## src/hw/vgc_pkg.sv

```systemverilog
/*
  Shared constants and carrier types for the per-port configuration register bank.
  Assumes one board clock and a host write strobe that is already synchronous to it.
*/
`default_nettype none

package vgc_pkg;

  // Register offsets within the port address window.
  localparam int unsigned ADDR_W = 10;
  localparam logic [ADDR_W-1:0] OFF_CFG1_A = 10'h101;
  localparam logic [ADDR_W-1:0] OFF_CFG1_B = 10'h301;
  localparam logic [ADDR_W-1:0] OFF_CFG2_A = 10'h105;
  localparam logic [ADDR_W-1:0] OFF_CFG2_B = 10'h305;

  // Field positions of configuration register one.
  localparam int unsigned C1_IRQ_LSB = 5;
  localparam int unsigned C1_IRQ_MSB = 7;
  localparam int unsigned C1_BRG_LSB = 3;
  localparam int unsigned C1_BRG_MSB = 4;
  localparam int unsigned C1_CC_BIT  = 2;
  localparam int unsigned C1_ROR_BIT = 1;
  localparam int unsigned C1_DIR_BIT = 0;

  // Field positions of configuration register two.
  localparam int unsigned C2_EXT_BIT = 4;
  localparam int unsigned C2_SFL_BIT = 3;
  localparam int unsigned C2_SUP_BIT = 2;
  localparam int unsigned C2_LMR_BIT = 1;
  localparam int unsigned C2_SC_BIT  = 0;

  // Reset values.
  localparam logic [2:0] RST_IRQ = 3'h0;
  localparam logic [1:0] RST_BRG = 2'h0;
  localparam logic       RST_CC  = 1'h0;
  localparam logic       RST_ROR = 1'h1;
  localparam logic       RST_DIR = 1'h0;
  localparam logic       RST_EXT = 1'h0;
  localparam logic       RST_SFL = 1'h0;
  localparam logic       RST_SUP = 1'h0;
  localparam logic       RST_SC  = 1'h0;

  // Number of ports, interrupt lines and request/grant levels.
  localparam int unsigned NUM_PORTS = 2;
  localparam int unsigned NUM_IRQ   = 7;
  localparam int unsigned NUM_BRG   = 4;

  // Host write request.
  typedef struct packed {
    logic              stb;
    logic [ADDR_W-1:0] addr;
    logic [7:0]        data;
  } vgc_wr_req_t;

  // Board-wide settings.
  typedef struct packed {
    logic [2:0] irq_line_select;
    logic [1:0] bus_req_grant_level;
    logic       release_on_request_off;
    logic       extended_addressing_enable;
    logic       system_fail_drive;
  } vgc_board_cfg_t;

  // Settings held separately for each port.
  typedef struct packed {
    logic carry_cycle_enable;
    logic xfer_dir;
    logic access_mode_select;
    logic system_controller_role;
  } vgc_port_cfg_t;

endpackage : vgc_pkg

`default_nettype wire

```

## src/hw/vgc_config_regs.sv

```systemverilog
/*
  Write-only configuration register bank for both ports of the board: interrupt line,
  bus request/grant level, carry cycle, release on request, direction and the second
  register's mode bits, plus the local master reset. Assumes the host write request
  arrives as a one-cycle strobe synchronous to SYS_CLK with address and data valid.
*/
// Behaviour
// - Interrupt codes 110 and 111 select lines 6 and 7; reset selects none.
// - Interrupt field bits 7..5: 000 none, 001..101 select lines 1..5.
// - Bits 4..3 pick request/grant level 0..3.
// - Request/grant level resets to 0.
// - Request/grant level is shared by both ports.
// - Bit 2 enables carry cycle; disabled after reset.
// - Carry cycle enable is stored per port.
// - Bit 1 high disables release on request, board-wide.
// - Release-on-request control resets to 1.
// - Bit 0 is direction: 0 memory to instrument bus, 1 reverse.
// - Direction is stored independently per port.
// - Direction resets to 0.
// - Second register decodes at 105 and 305 hex, write only.
// - Second register holds extended, fail drive, mode, master reset, controller bits.
// - Writing the master reset bit returns the board to a known state.
// - First register decodes at 101 and 301 hex, write only.
// - Board-wide bits have one storage element written from either port.
// - One interrupt line selection serves both ports.
`timescale 1ns/1ps
`default_nettype none

module vgc_config_regs (
  input  wire logic                                      SYS_CLK,
  input  wire logic                                      SYS_RST,
  input  wire vgc_pkg::vgc_wr_req_t                      WR_REQ,
  output var  vgc_pkg::vgc_board_cfg_t                   BOARD_CFG,
  output var  vgc_pkg::vgc_port_cfg_t [vgc_pkg::NUM_PORTS-1:0] PORT_CFG,
  output logic [vgc_pkg::NUM_IRQ-1:0]                    IRQ_LINE_ONEHOT,
  output logic [vgc_pkg::NUM_BRG-1:0]                    BRG_LEVEL_ONEHOT,
  output logic                                           LOCAL_MASTER_RESET
);

  // Address decode of the four write-only registers; all other offsets are ignored.
  logic [vgc_pkg::NUM_PORTS-1:0] hit_c1;
  logic [vgc_pkg::NUM_PORTS-1:0] hit_c2;
  logic                          any_c1;
  logic                          any_c2;
  logic                          lmr_hit;
  assign hit_c1[0] = WR_REQ.stb && (WR_REQ.addr == vgc_pkg::OFF_CFG1_A);
  assign hit_c1[1] = WR_REQ.stb && (WR_REQ.addr == vgc_pkg::OFF_CFG1_B);
  assign hit_c2[0] = WR_REQ.stb && (WR_REQ.addr == vgc_pkg::OFF_CFG2_A);
  assign hit_c2[1] = WR_REQ.stb && (WR_REQ.addr == vgc_pkg::OFF_CFG2_B);
  assign any_c1    = |hit_c1;
  assign any_c2    = |hit_c2;
  assign lmr_hit   = any_c2 && WR_REQ.data[vgc_pkg::C2_LMR_BIT];

  // Board-wide storage, one flip-flop per bit whichever port writes it.
  logic [2:0] irq_r;
  logic [2:0] irq_nxt;
  logic [1:0] brg_r;
  logic [1:0] brg_nxt;
  logic       ror_r;
  logic       ror_nxt;
  logic       ext_r;
  logic       ext_nxt;
  logic       sfl_r;
  logic       sfl_nxt;
  logic       lmr_r;

  // Next values; a master reset write forces defaults except the fail drive bit.
  assign irq_nxt = lmr_hit ? vgc_pkg::RST_IRQ :
                   any_c1  ? WR_REQ.data[vgc_pkg::C1_IRQ_MSB:vgc_pkg::C1_IRQ_LSB] : irq_r;
  assign brg_nxt = lmr_hit ? vgc_pkg::RST_BRG :
                   any_c1  ? WR_REQ.data[vgc_pkg::C1_BRG_MSB:vgc_pkg::C1_BRG_LSB] : brg_r;
  assign ror_nxt = lmr_hit ? vgc_pkg::RST_ROR :
                   any_c1  ? WR_REQ.data[vgc_pkg::C1_ROR_BIT] : ror_r;
  assign ext_nxt = lmr_hit ? vgc_pkg::RST_EXT :
                   any_c2  ? WR_REQ.data[vgc_pkg::C2_EXT_BIT] : ext_r;
  assign sfl_nxt = any_c2  ? WR_REQ.data[vgc_pkg::C2_SFL_BIT] : sfl_r;

  // Board-wide registers with their power-up values.
  always_ff @(posedge SYS_CLK) begin
    if (SYS_RST) begin
      irq_r <= vgc_pkg::RST_IRQ;
      brg_r <= vgc_pkg::RST_BRG;
      ror_r <= vgc_pkg::RST_ROR;
      ext_r <= vgc_pkg::RST_EXT;
      sfl_r <= vgc_pkg::RST_SFL;
      lmr_r <= 1'h0;
    end else begin
      irq_r <= irq_nxt;
      brg_r <= brg_nxt;
      ror_r <= ror_nxt;
      ext_r <= ext_nxt;
      sfl_r <= sfl_nxt;
      lmr_r <= lmr_hit;
    end
  end

  // Per-port storage; each port responds to its own register offsets, and a master reset write from either port clears both.
  logic [vgc_pkg::NUM_PORTS-1:0] cc_r;
  logic [vgc_pkg::NUM_PORTS-1:0] dir_r;
  logic [vgc_pkg::NUM_PORTS-1:0] sup_r;
  logic [vgc_pkg::NUM_PORTS-1:0] sc_r;
  logic [vgc_pkg::NUM_PORTS-1:0] cc_nxt;
  logic [vgc_pkg::NUM_PORTS-1:0] dir_nxt;
  logic [vgc_pkg::NUM_PORTS-1:0] sup_nxt;
  logic [vgc_pkg::NUM_PORTS-1:0] sc_nxt;

  for (genvar p = 0; p < vgc_pkg::NUM_PORTS; p++) begin : g_port
    // Next values; bits 7..5 of the second register have no storage at all.
    assign cc_nxt[p]  = lmr_hit   ? vgc_pkg::RST_CC :
                        hit_c1[p] ? WR_REQ.data[vgc_pkg::C1_CC_BIT] : cc_r[p];
    assign dir_nxt[p] = lmr_hit   ? vgc_pkg::RST_DIR :
                        hit_c1[p] ? WR_REQ.data[vgc_pkg::C1_DIR_BIT] : dir_r[p];
    assign sup_nxt[p] = lmr_hit   ? vgc_pkg::RST_SUP :
                        hit_c2[p] ? WR_REQ.data[vgc_pkg::C2_SUP_BIT] : sup_r[p];
    assign sc_nxt[p]  = lmr_hit   ? vgc_pkg::RST_SC :
                        hit_c2[p] ? WR_REQ.data[vgc_pkg::C2_SC_BIT] : sc_r[p];

    // Port registers with their power-up values.
    always_ff @(posedge SYS_CLK) begin
      if (SYS_RST) begin
        cc_r[p]  <= vgc_pkg::RST_CC;
        dir_r[p] <= vgc_pkg::RST_DIR;
        sup_r[p] <= vgc_pkg::RST_SUP;
        sc_r[p]  <= vgc_pkg::RST_SC;
      end else begin
        cc_r[p]  <= cc_nxt[p];
        dir_r[p] <= dir_nxt[p];
        sup_r[p] <= sup_nxt[p];
        sc_r[p]  <= sc_nxt[p];
      end
    end

    // Port view of the stored settings.
    assign PORT_CFG[p].carry_cycle_enable     = cc_r[p];
    assign PORT_CFG[p].xfer_dir               = dir_r[p];
    assign PORT_CFG[p].access_mode_select     = sup_r[p];
    assign PORT_CFG[p].system_controller_role = sc_r[p];
  end

  // One-hot decode of the interrupt line; code 0 drives no line.
  for (genvar i = 0; i < vgc_pkg::NUM_IRQ; i++) begin : g_irq
    assign IRQ_LINE_ONEHOT[i] = (irq_r == 3'(i + 1));
  end

  // One-hot decode of the request/grant pair shared by both ports.
  for (genvar j = 0; j < vgc_pkg::NUM_BRG; j++) begin : g_brg
    assign BRG_LEVEL_ONEHOT[j] = (brg_r == 2'(j));
  end

  // Board-wide view and the one-cycle local reset pulse.
  assign BOARD_CFG.irq_line_select            = irq_r;
  assign BOARD_CFG.bus_req_grant_level        = brg_r;
  assign BOARD_CFG.release_on_request_off     = ror_r;
  assign BOARD_CFG.extended_addressing_enable = ext_r;
  assign BOARD_CFG.system_fail_drive          = sfl_r;
  assign LOCAL_MASTER_RESET                   = lmr_r;
endmodule // vgc_config_regs

`default_nettype wire

```

## config.mk

```make
export PLATFORM = sky130hd
export DESIGN_NAME = vgc_config_regs
export DESIGN_NICKNAME = d
export VERILOG_FILES = /design/src/hw/vgc_pkg.sv /design/src/hw/vgc_config_regs.sv
export SDC_FILE = /design/constraint.sdc
export NUM_CORES = 1
export LEC_CHECK = 0
export BUFFER_PORTS_ARGS = -buffer_cell sky130_fd_sc_hd__buf_2
export CORE_AREA = 2 2 53 55
export CTS_CLUSTER_DIAMETER = 150
export DETAILED_ROUTE_END_ITERATION = 16
export DIE_AREA = 0 0 55 57
export PLACE_DENSITY_LB_ADDON = 0.08
export SYNTH_ARGS = -nofsm -noshare
export SYNTH_HDL_FRONTEND = slang
export SYNTH_SLANG_ARGS = --single-unit
```

## constraint.sdc

```tcl
create_clock -name SYS_CLK -period 1.75 [get_ports SYS_CLK]
set_clock_uncertainty 0.05 [all_clocks]
set_input_delay 0.35 -clock SYS_CLK [delete_from_list [all_inputs] [get_ports SYS_CLK]]
set_output_delay 0.35 -clock SYS_CLK [all_outputs]
set_load 0.05 [all_outputs]
```

After elaboration in Yosys (flattened, before gate mapping). Cells that the tools add are included. W data, S select, Z words.

Bits in registers: 17. Input port bits: 21. Logic and storage cells: 37.

Equal/unequal tests: 14. Reductions and logical operators: 9.

Operators with widths (number): $eq A10 B10 Y1 const B (2); $eq A10 B9 Y1 const B (2); $eq A3 B3 Y1 const B (4); $eq A3 B2 Y1 const B (2); $reduce_or A2 Y1 (3); $logic_and A1 B1 Y1 (5); $eq A2 B2 Y1 const B (2); $eq A3 B1 Y1 const B (1); $eq A2 B1 Y1 const B (1); $logic_not A2 Y1 (1).

Depth between registers and ports, before layout. Gate-level depths: netlist of the first run.

Depth in word-level cells: 5. Depth in mapped cells: 5. Depth with buffers taken out: 3.

Least setup slack after synthesis of the first run. No wires, ideal clock.

Path kind: reg-to-output. Start point: reg irq_r[1]. End point: out IRQ_LINE_ONEHOT[1] (netlist bit). Arrival: 1.942 ns. Data required time: 1.350 ns. Path slack: -0.592 ns. Stages on the path, launching flop included: 2. Buffers on the path: 0. Path through: dfxtp_1 nor3b_1.

Word-level cells in the longest chain between the ends: 1.

Ends and longest elaborated chain: from (decl) (line vgc_config_regs.sv:55) `logic [2:0] irq_r;`; from (signal assigned) (line vgc_config_regs.sv:81) `irq_r <= vgc_pkg::RST_IRQ;`; from (signal assigned) (line vgc_config_regs.sv:88) `irq_r <= irq_nxt;`; $eq A3 B2 Y1 (line vgc_config_regs.sv:142) `assign IRQ_LINE_ONEHOT[i] = (irq_r == 3'(i + 1));`; to (decl) (line vgc_config_regs.sv:35) `output logic [vgc_pkg::NUM_IRQ-1:0] IRQ_LINE_ONEHOT,`.

Every way passes these cells.

Worst setup path in the final report of the first run. Same ends and word-level chain as after synthesis.

==> flow_summary.yaml, run 1 <==
synth:
  synth.avg_cell_area_um2: 8.85
  synthMuxAreaShare_pct: 0
  netlist_instances: 112
  ys_types: 34
  synth-seq-cells: 17
  yosysWarnings: 0
  synth_compound_area_share_pct: 23.2
  synth_fa_ha_area_share_pct: 0
  syn_area_um2: 991
  seq_area_frac_synth_pct: 34.3
  synth_top_family_by_area: "simple AND/OR/NAND/NOR gates"
  syn_nets: 133
  yosys.area_share.simple_pct: 33.1
  synth_xor_area_share_pct: 0
drt:
  route.detailed.drc: 0
  first_iter_violations: 18
  routed_wl_mm: 2.63
  wl_per_cell_um: 13.9
  vias: 1099
  drt_pass1_iterations: 4
  drtAntennaViolNets: 0
  routed_via_density: 5.78
global_route:
  grt_usage_pct: 17.5
  grt_first_pass_wirelength_mm: 4.12
  antenna_found_initial: 0
  grt_overflow: 0
  grt_pass1_vias: 963
  grt_max_degree: 17
cts:
  clkLatencyLatePin_ns: 0.29
  clkTransAtPathRegs_ns: 0.10
  cts.sinks: 17
  ctsResizeCount: 0
  cts_buffers: 3
  cts_tree: "yes"
  cts_max_path_buffers: 2
  cts_setup_buffers: 0
  cts_htree_levels: 1
  cts-root-buf: "clkbuf_4"
  holdBufCountCts: 0
critical_path:
  arrival_ns: 1.27
  crit_type: "reg2out"
  start_kind: "flop"
  cp.required_ns: 1.35
  cp_num_cells: 2
  rr_worst_depth: 2
  cp_slowest_cell: "dfxtp_1"
  worst_setup_path_end_kind: "output port"
  slowest_delay_ns: 0.50
  crit_chain: "nor3b_2 > buf_2"
  path_delay_family: "flip-flops"
  worstPathMaxFanout: 9
  critPathBufInv: 1
timing:
  setup_ws_ns: 0.0776
  timing.fmax_mhz: 598
  fin_crit_ns: 1.67
  rsz0062_at_grt: "no"
  slew_headroom_pct: 74.9
  slew_violations: 0
  hold_viol_final: 0
  period_share_pct: 95.6
  final-setup-viol-count: 0
  tightest_slew_ns: 0.371
  whs_ns: 0.186
final_layout:
  final_common_cell: "buf_2"
  final_util_pct: 50.5
  num_antenna_cells: 0
  drive_gt1_share_pct: 45.9
  most-common-layout-cells: "48 x buf_2, 15 x dfxtp_1, 15 x nand4_1, 15 x a21oi_1"
  area_growth_pct: 33.2
  final_cell_count_no_fill: 190
  fin_nets: 181
run_status:
  status: "finished clean"
placement:
  place_ws_ns: 0.0168
  dp.cells: 186
  place_hpwl_mm: 2.09
  numPortBuffers: 48
  finalWeightedCongestion: 0.851
die:
  placementRows: 19
  die_x_um: 55
  die_area_mm2: 0.00314
  die_height_um: 57
  core_mm2: 0.00262
  start_util_pct: 37.9
  io_pins: 49
power:
  p_leak_uw: 0.000595
  vdd_drop_max_mv: 0.374
  power_density_mw_per_mm2: 533
hold_path:
  hold_path_depth: 2
  hold_path.class: "in2reg"
run:
  maxCapViolations: 0
final timing paths:
kind | start | end | slack (ns)
max | irq_r[1] | IRQ_LINE_ONEHOT[1] | 0.08
min | SYS_RST | sfl_r | 0.19
max reg2reg | irq_r[1] | irq_r[1] | 0.88
min reg2reg | PORT_CFG[4] | PORT_CFG[4] | 0.42
sequential cells by signal (all words and copies together), names as in the netlist:
register	cells
LOCAL_MASTER_RESET	1
PORT_CFG	8
brg_r	2
ext_r	1
irq_r	3
ror_r	1
sfl_r	1
report_power, final:
part | switching (uW) | internal [uW]
clock network | 131 | 85.0
logic | 57.9 | 42.1
registers | 0.208 | 387
synth_stat cells, drive strengths merged:
cell type	number	area share, %
or3b	1	0.88
clkbuf	7	2.7
nand3b	1	0.76
nor2	2	0.76
nand2b	1	0.63
and3	1	0.63
nand3	1	0.50
and3b	3	2.7
and2	1	0.63
or3	1	0.63
and4	1	0.88
nor3b	4	3.5
inv	1	0.38
nor2b	2	1.3
o31ai	11	8.3
o41ai	5	6.3
buf	9	6.3
nor4bb	3	3.0
nor3	2	1.0
a221o	1	1.0
nand2	2	0.76
nor4b	1	0.88
dfxtp	17	34
nand4bb	1	1.1
nand4b	1	0.88
and4b	1	1.0
or4bb	1	1.1
a21oi	15	7.6
nand4	15	9.5
cell type report:
type | count | area (um2)
clock buffer | 3 | 22.5
multi-input combinational | 78 | 584
clock inverter | 1 | 5.00
timing repair buffer | 59 | 323
fill | 270 | 1290
tap | 31 | 38.8
sequential | 17 | 343
inverter | 1 | 3.75
stage by stage:
step                power, uW  instance area, um2  setup TNS (ns)
floorplan                 450                1010          -0.622
global placement          494                1290               0
detailed placement        495                1290               0
CTS                       712                1320               0
global route              738                1320               0
finish                    703                1320               0
logic make-up (layout without fill, tap and decap cells):
logic type      count (synthesis)  in the layout
compound gates                 32             32
flops                          17             17
simple gates                   46             46
buf+inv                        17             64
routing by layer:
layer,vias to the layer above,wire [um],global-route usage [%]
met5,-,0,0
li1,538,-,-
met2,46,1200,27.2
met4,0,61,7.67
met3,8,180,4.45
met1,507,1190,22.6
Note: power is estimated with default switching activity, not from simulation.
==> run 2, diff against run 1 <==
--- a/config.mk
+++ b/config.mk
@@ -6,10 +6,11 @@
 export NUM_CORES = 1
 export LEC_CHECK = 0
 export BUFFER_PORTS_ARGS = -buffer_cell sky130_fd_sc_hd__buf_2
-export CORE_AREA = 2 2 53 55
+export CORE_AREA = 2 2 50 52
+export CTS_BUF_LIST = sky130_fd_sc_hd__clkbuf_4 sky130_fd_sc_hd__clkbuf_8 sky130_fd_sc_hd__clkbuf_16
 export CTS_CLUSTER_DIAMETER = 150
 export DETAILED_ROUTE_END_ITERATION = 16
-export DIE_AREA = 0 0 55 57
+export DIE_AREA = 0 0 52 54
 export PLACE_DENSITY_LB_ADDON = 0.08
 export SYNTH_ARGS = -nofsm -noshare
 export SYNTH_HDL_FRONTEND = slang
==> constraint.sdc (replaced) <==
create_clock -name SYS_CLK -period 1.75 [get_ports SYS_CLK]
set_clock_uncertainty 0.05 [all_clocks]
set_input_delay 0.175 -clock SYS_CLK [delete_from_list [all_inputs] [get_ports SYS_CLK]]
set_output_delay 0.175 -clock SYS_CLK [all_outputs]
set_load 0.05 [all_outputs]
==> run 2 against run 1 <==
Against the previous run:
- sequential cell count is the same
- sequential power about the same
- clock power increased by 3%
- via count decreased by 7.3%
- routed wire length decreased by 4.4%
- register-to-register slack better by 0.04 ns
- final cell count fell by 1.6%
- worst setup slack improved by 0.20 ns
- critical path depth did not move
- clock-buffer cell count up 1
- largest power group unchanged
==> flow_summary.yaml, run 2 (same netlist as run 1, synthesis figures left out) <==
placement:
  numPortBuffers: 48
  place_ws_ns: 0.190
  place_area_mm2: 0.00125
  place_hpwl_mm: 1.93
  dp.cells: 182
  finalWeightedCongestion: 0.900
power:
  intPower_uw: 531
  p_switching_uw: 177
  power_density_mw_per_mm2: 550
  p_leak_uw: 0.000571
  clkPwrFrac_pct: 31.6
  vdd_drop_max_mv: 0.463
  comb_power_share_pct: 13.8
  total_power_uw: 708
  seqPwrFrac_pct: 54.7
  switching_share_pct: 25.0
final_layout:
  final_util_pct: 55.4
  stdcell_area_mm2: 0.00129
  area_growth_pct: 29.8
  largest_reg_flops: 8
  drive_gt1_share_pct: 40.1
  num_antenna_cells: 0
  final_common_cell: "buf_2"
  fin_nets: 179
  final_cell_count_no_fill: 187
  most-common-layout-cells: "48 x buf_2, 17 x dfxtp_1, 15 x nand4_1, 15 x a21oi_1, 11 x o31ai_1"
critical_path:
  path_delay_family: "flip-flops"
  crit_chain: "nor3b_1 > buf_2"
  start_kind: "flop"
  crit_type: "reg2out"
  cp.required_ns: 1.52
  cp_slowest_cell: "dfxtp_1"
  worst_setup_path_end_kind: "output port"
  critPathBufInv: 1
  slowest_delay_ns: 0.46
  worstPathMaxFanout: 9
  arrival_ns: 1.24
timing:
  setup_ws_ns: 0.282
  slew_violations: 0
  final-setup-viol-count: 0
  period_share_pct: 83.9
  tightest_slew_ns: 0.387
  fin_crit_ns: 1.47
  hold_viol_final: 0
  rsz0062_at_grt: "no"
  slew_headroom_pct: 73.9
  timing.fmax_mhz: 681
run_status:
  status: "finished clean"
die:
  placementRows: 18
  die_x_um: 52
  io_pins: 49
  die_area_mm2: 0.00281
  start_util_pct: 42.7
  die_height_um: 54
  core_mm2: 0.00232
run:
  maxCapViolations: 0
cts:
  cts_max_path_buffers: 2
  cts_htree_levels: 1
  ctsResizeCount: 0
  cts-root-buf: "clkbuf_4"
  clkLatencyLatePin_ns: 0.28
  cts.sinks: 17
  cts_buffers: 3
  cts_tree: "yes"
  clkTransAtPathRegs_ns: 0.10
global_route:
  grt_pass1_vias: 876
  antenna_found_initial: 0
  grt_usage_pct: 19.3
  grt_max_degree: 17
  grt_first_pass_wirelength_mm: 3.95
  grt_overflow: 0
hold_path:
  hold_path.class: "in2reg"
drt:
  routed_wl_mm: 2.52
  drt_pass1_iterations: 5
  routed_via_density: 5.45
  wl_per_cell_um: 13.5
  drtAntennaViolNets: 0
  vias: 1019
  route.detailed.drc: 0
  first_iter_violations: 24
[run 2: cell count changes in the layout (fill, tap and decap cells not counted), sizes merged]
cell and change:
buf -3, clkbuf +1, clkinv -1, dlygate4sd3 +1
[run 2: layout make-up]
type                            instances  area, um2
Timing Repair Buffer                   57        310
Tap cell                               30       37.5
Fill cell                             237       1030
Multi-Input combinational cell         78        564
Inverter                                1       3.75
Clock buffer                            4       30.0
Sequential cell                        17        340
[run 2: worst reg2reg max path: stages, from the launching register on]
cell and delay [ns]:
dfxtp_1 0.45, o31ai_1 0.12, a21oi_1 0.15
[run 2: timing repair]
item | CTS | global route
hold buffers | 0 | 1
endpoints found under the hold margin | 0 | 1
buffers inserted | 0 | 0
[run 2: path summary, 6_finish.rpt]
path,to,depth (start not counted),start,slack (ns)
setup / recovery,IRQ_LINE_ONEHOT[0],2,irq_r[0],0.28
setup reg to reg,irq_r[1],2,irq_r[1],0.92
hold reg to reg,sfl_r,2,sfl_r,0.42
hold / removal,irq_r[2],3,WR_REQ[7],0.09
[run 2: metal layers]
| metal | track usage, % | routed length, um | vias to the layer above | part of all wire (%) |
|---|---|---|---|---|
| met1 | 23.8 | 1130 | 448 | 45 |
| met4 | 8.33 | 40 | 0 | 1.6 |
| met5 | 0 | 0 | - | 0 |
| met3 | 3.33 | 170 | 4 | 6.8 |
| met2 | 33.1 | 1180 | 36 | 47 |
| li1 | - | - | 531 | - |
[run 2: stage by stage]
stage	hold WS, ns	setup TNS [ns]
after floorplan	0.194	-1.25
after global placement	0.321	0
after detailed placement	0.319	0
after CTS	0.00807	0
after global routing	0.0822	0
final	0.0876	0
[run 2: power groups by stage]
stage / Sequential (uW) / Combinational [uW] / Clock [uW]
floorplan: 396 / 53.1 / 0
global placement: 396 / 93.2 / 0
detailed placement: 396 / 95.0 / 0
CTS: 387 / 95.5 / 235
global route: 387 / 106 / 253
finish: 387 / 97.6 / 223
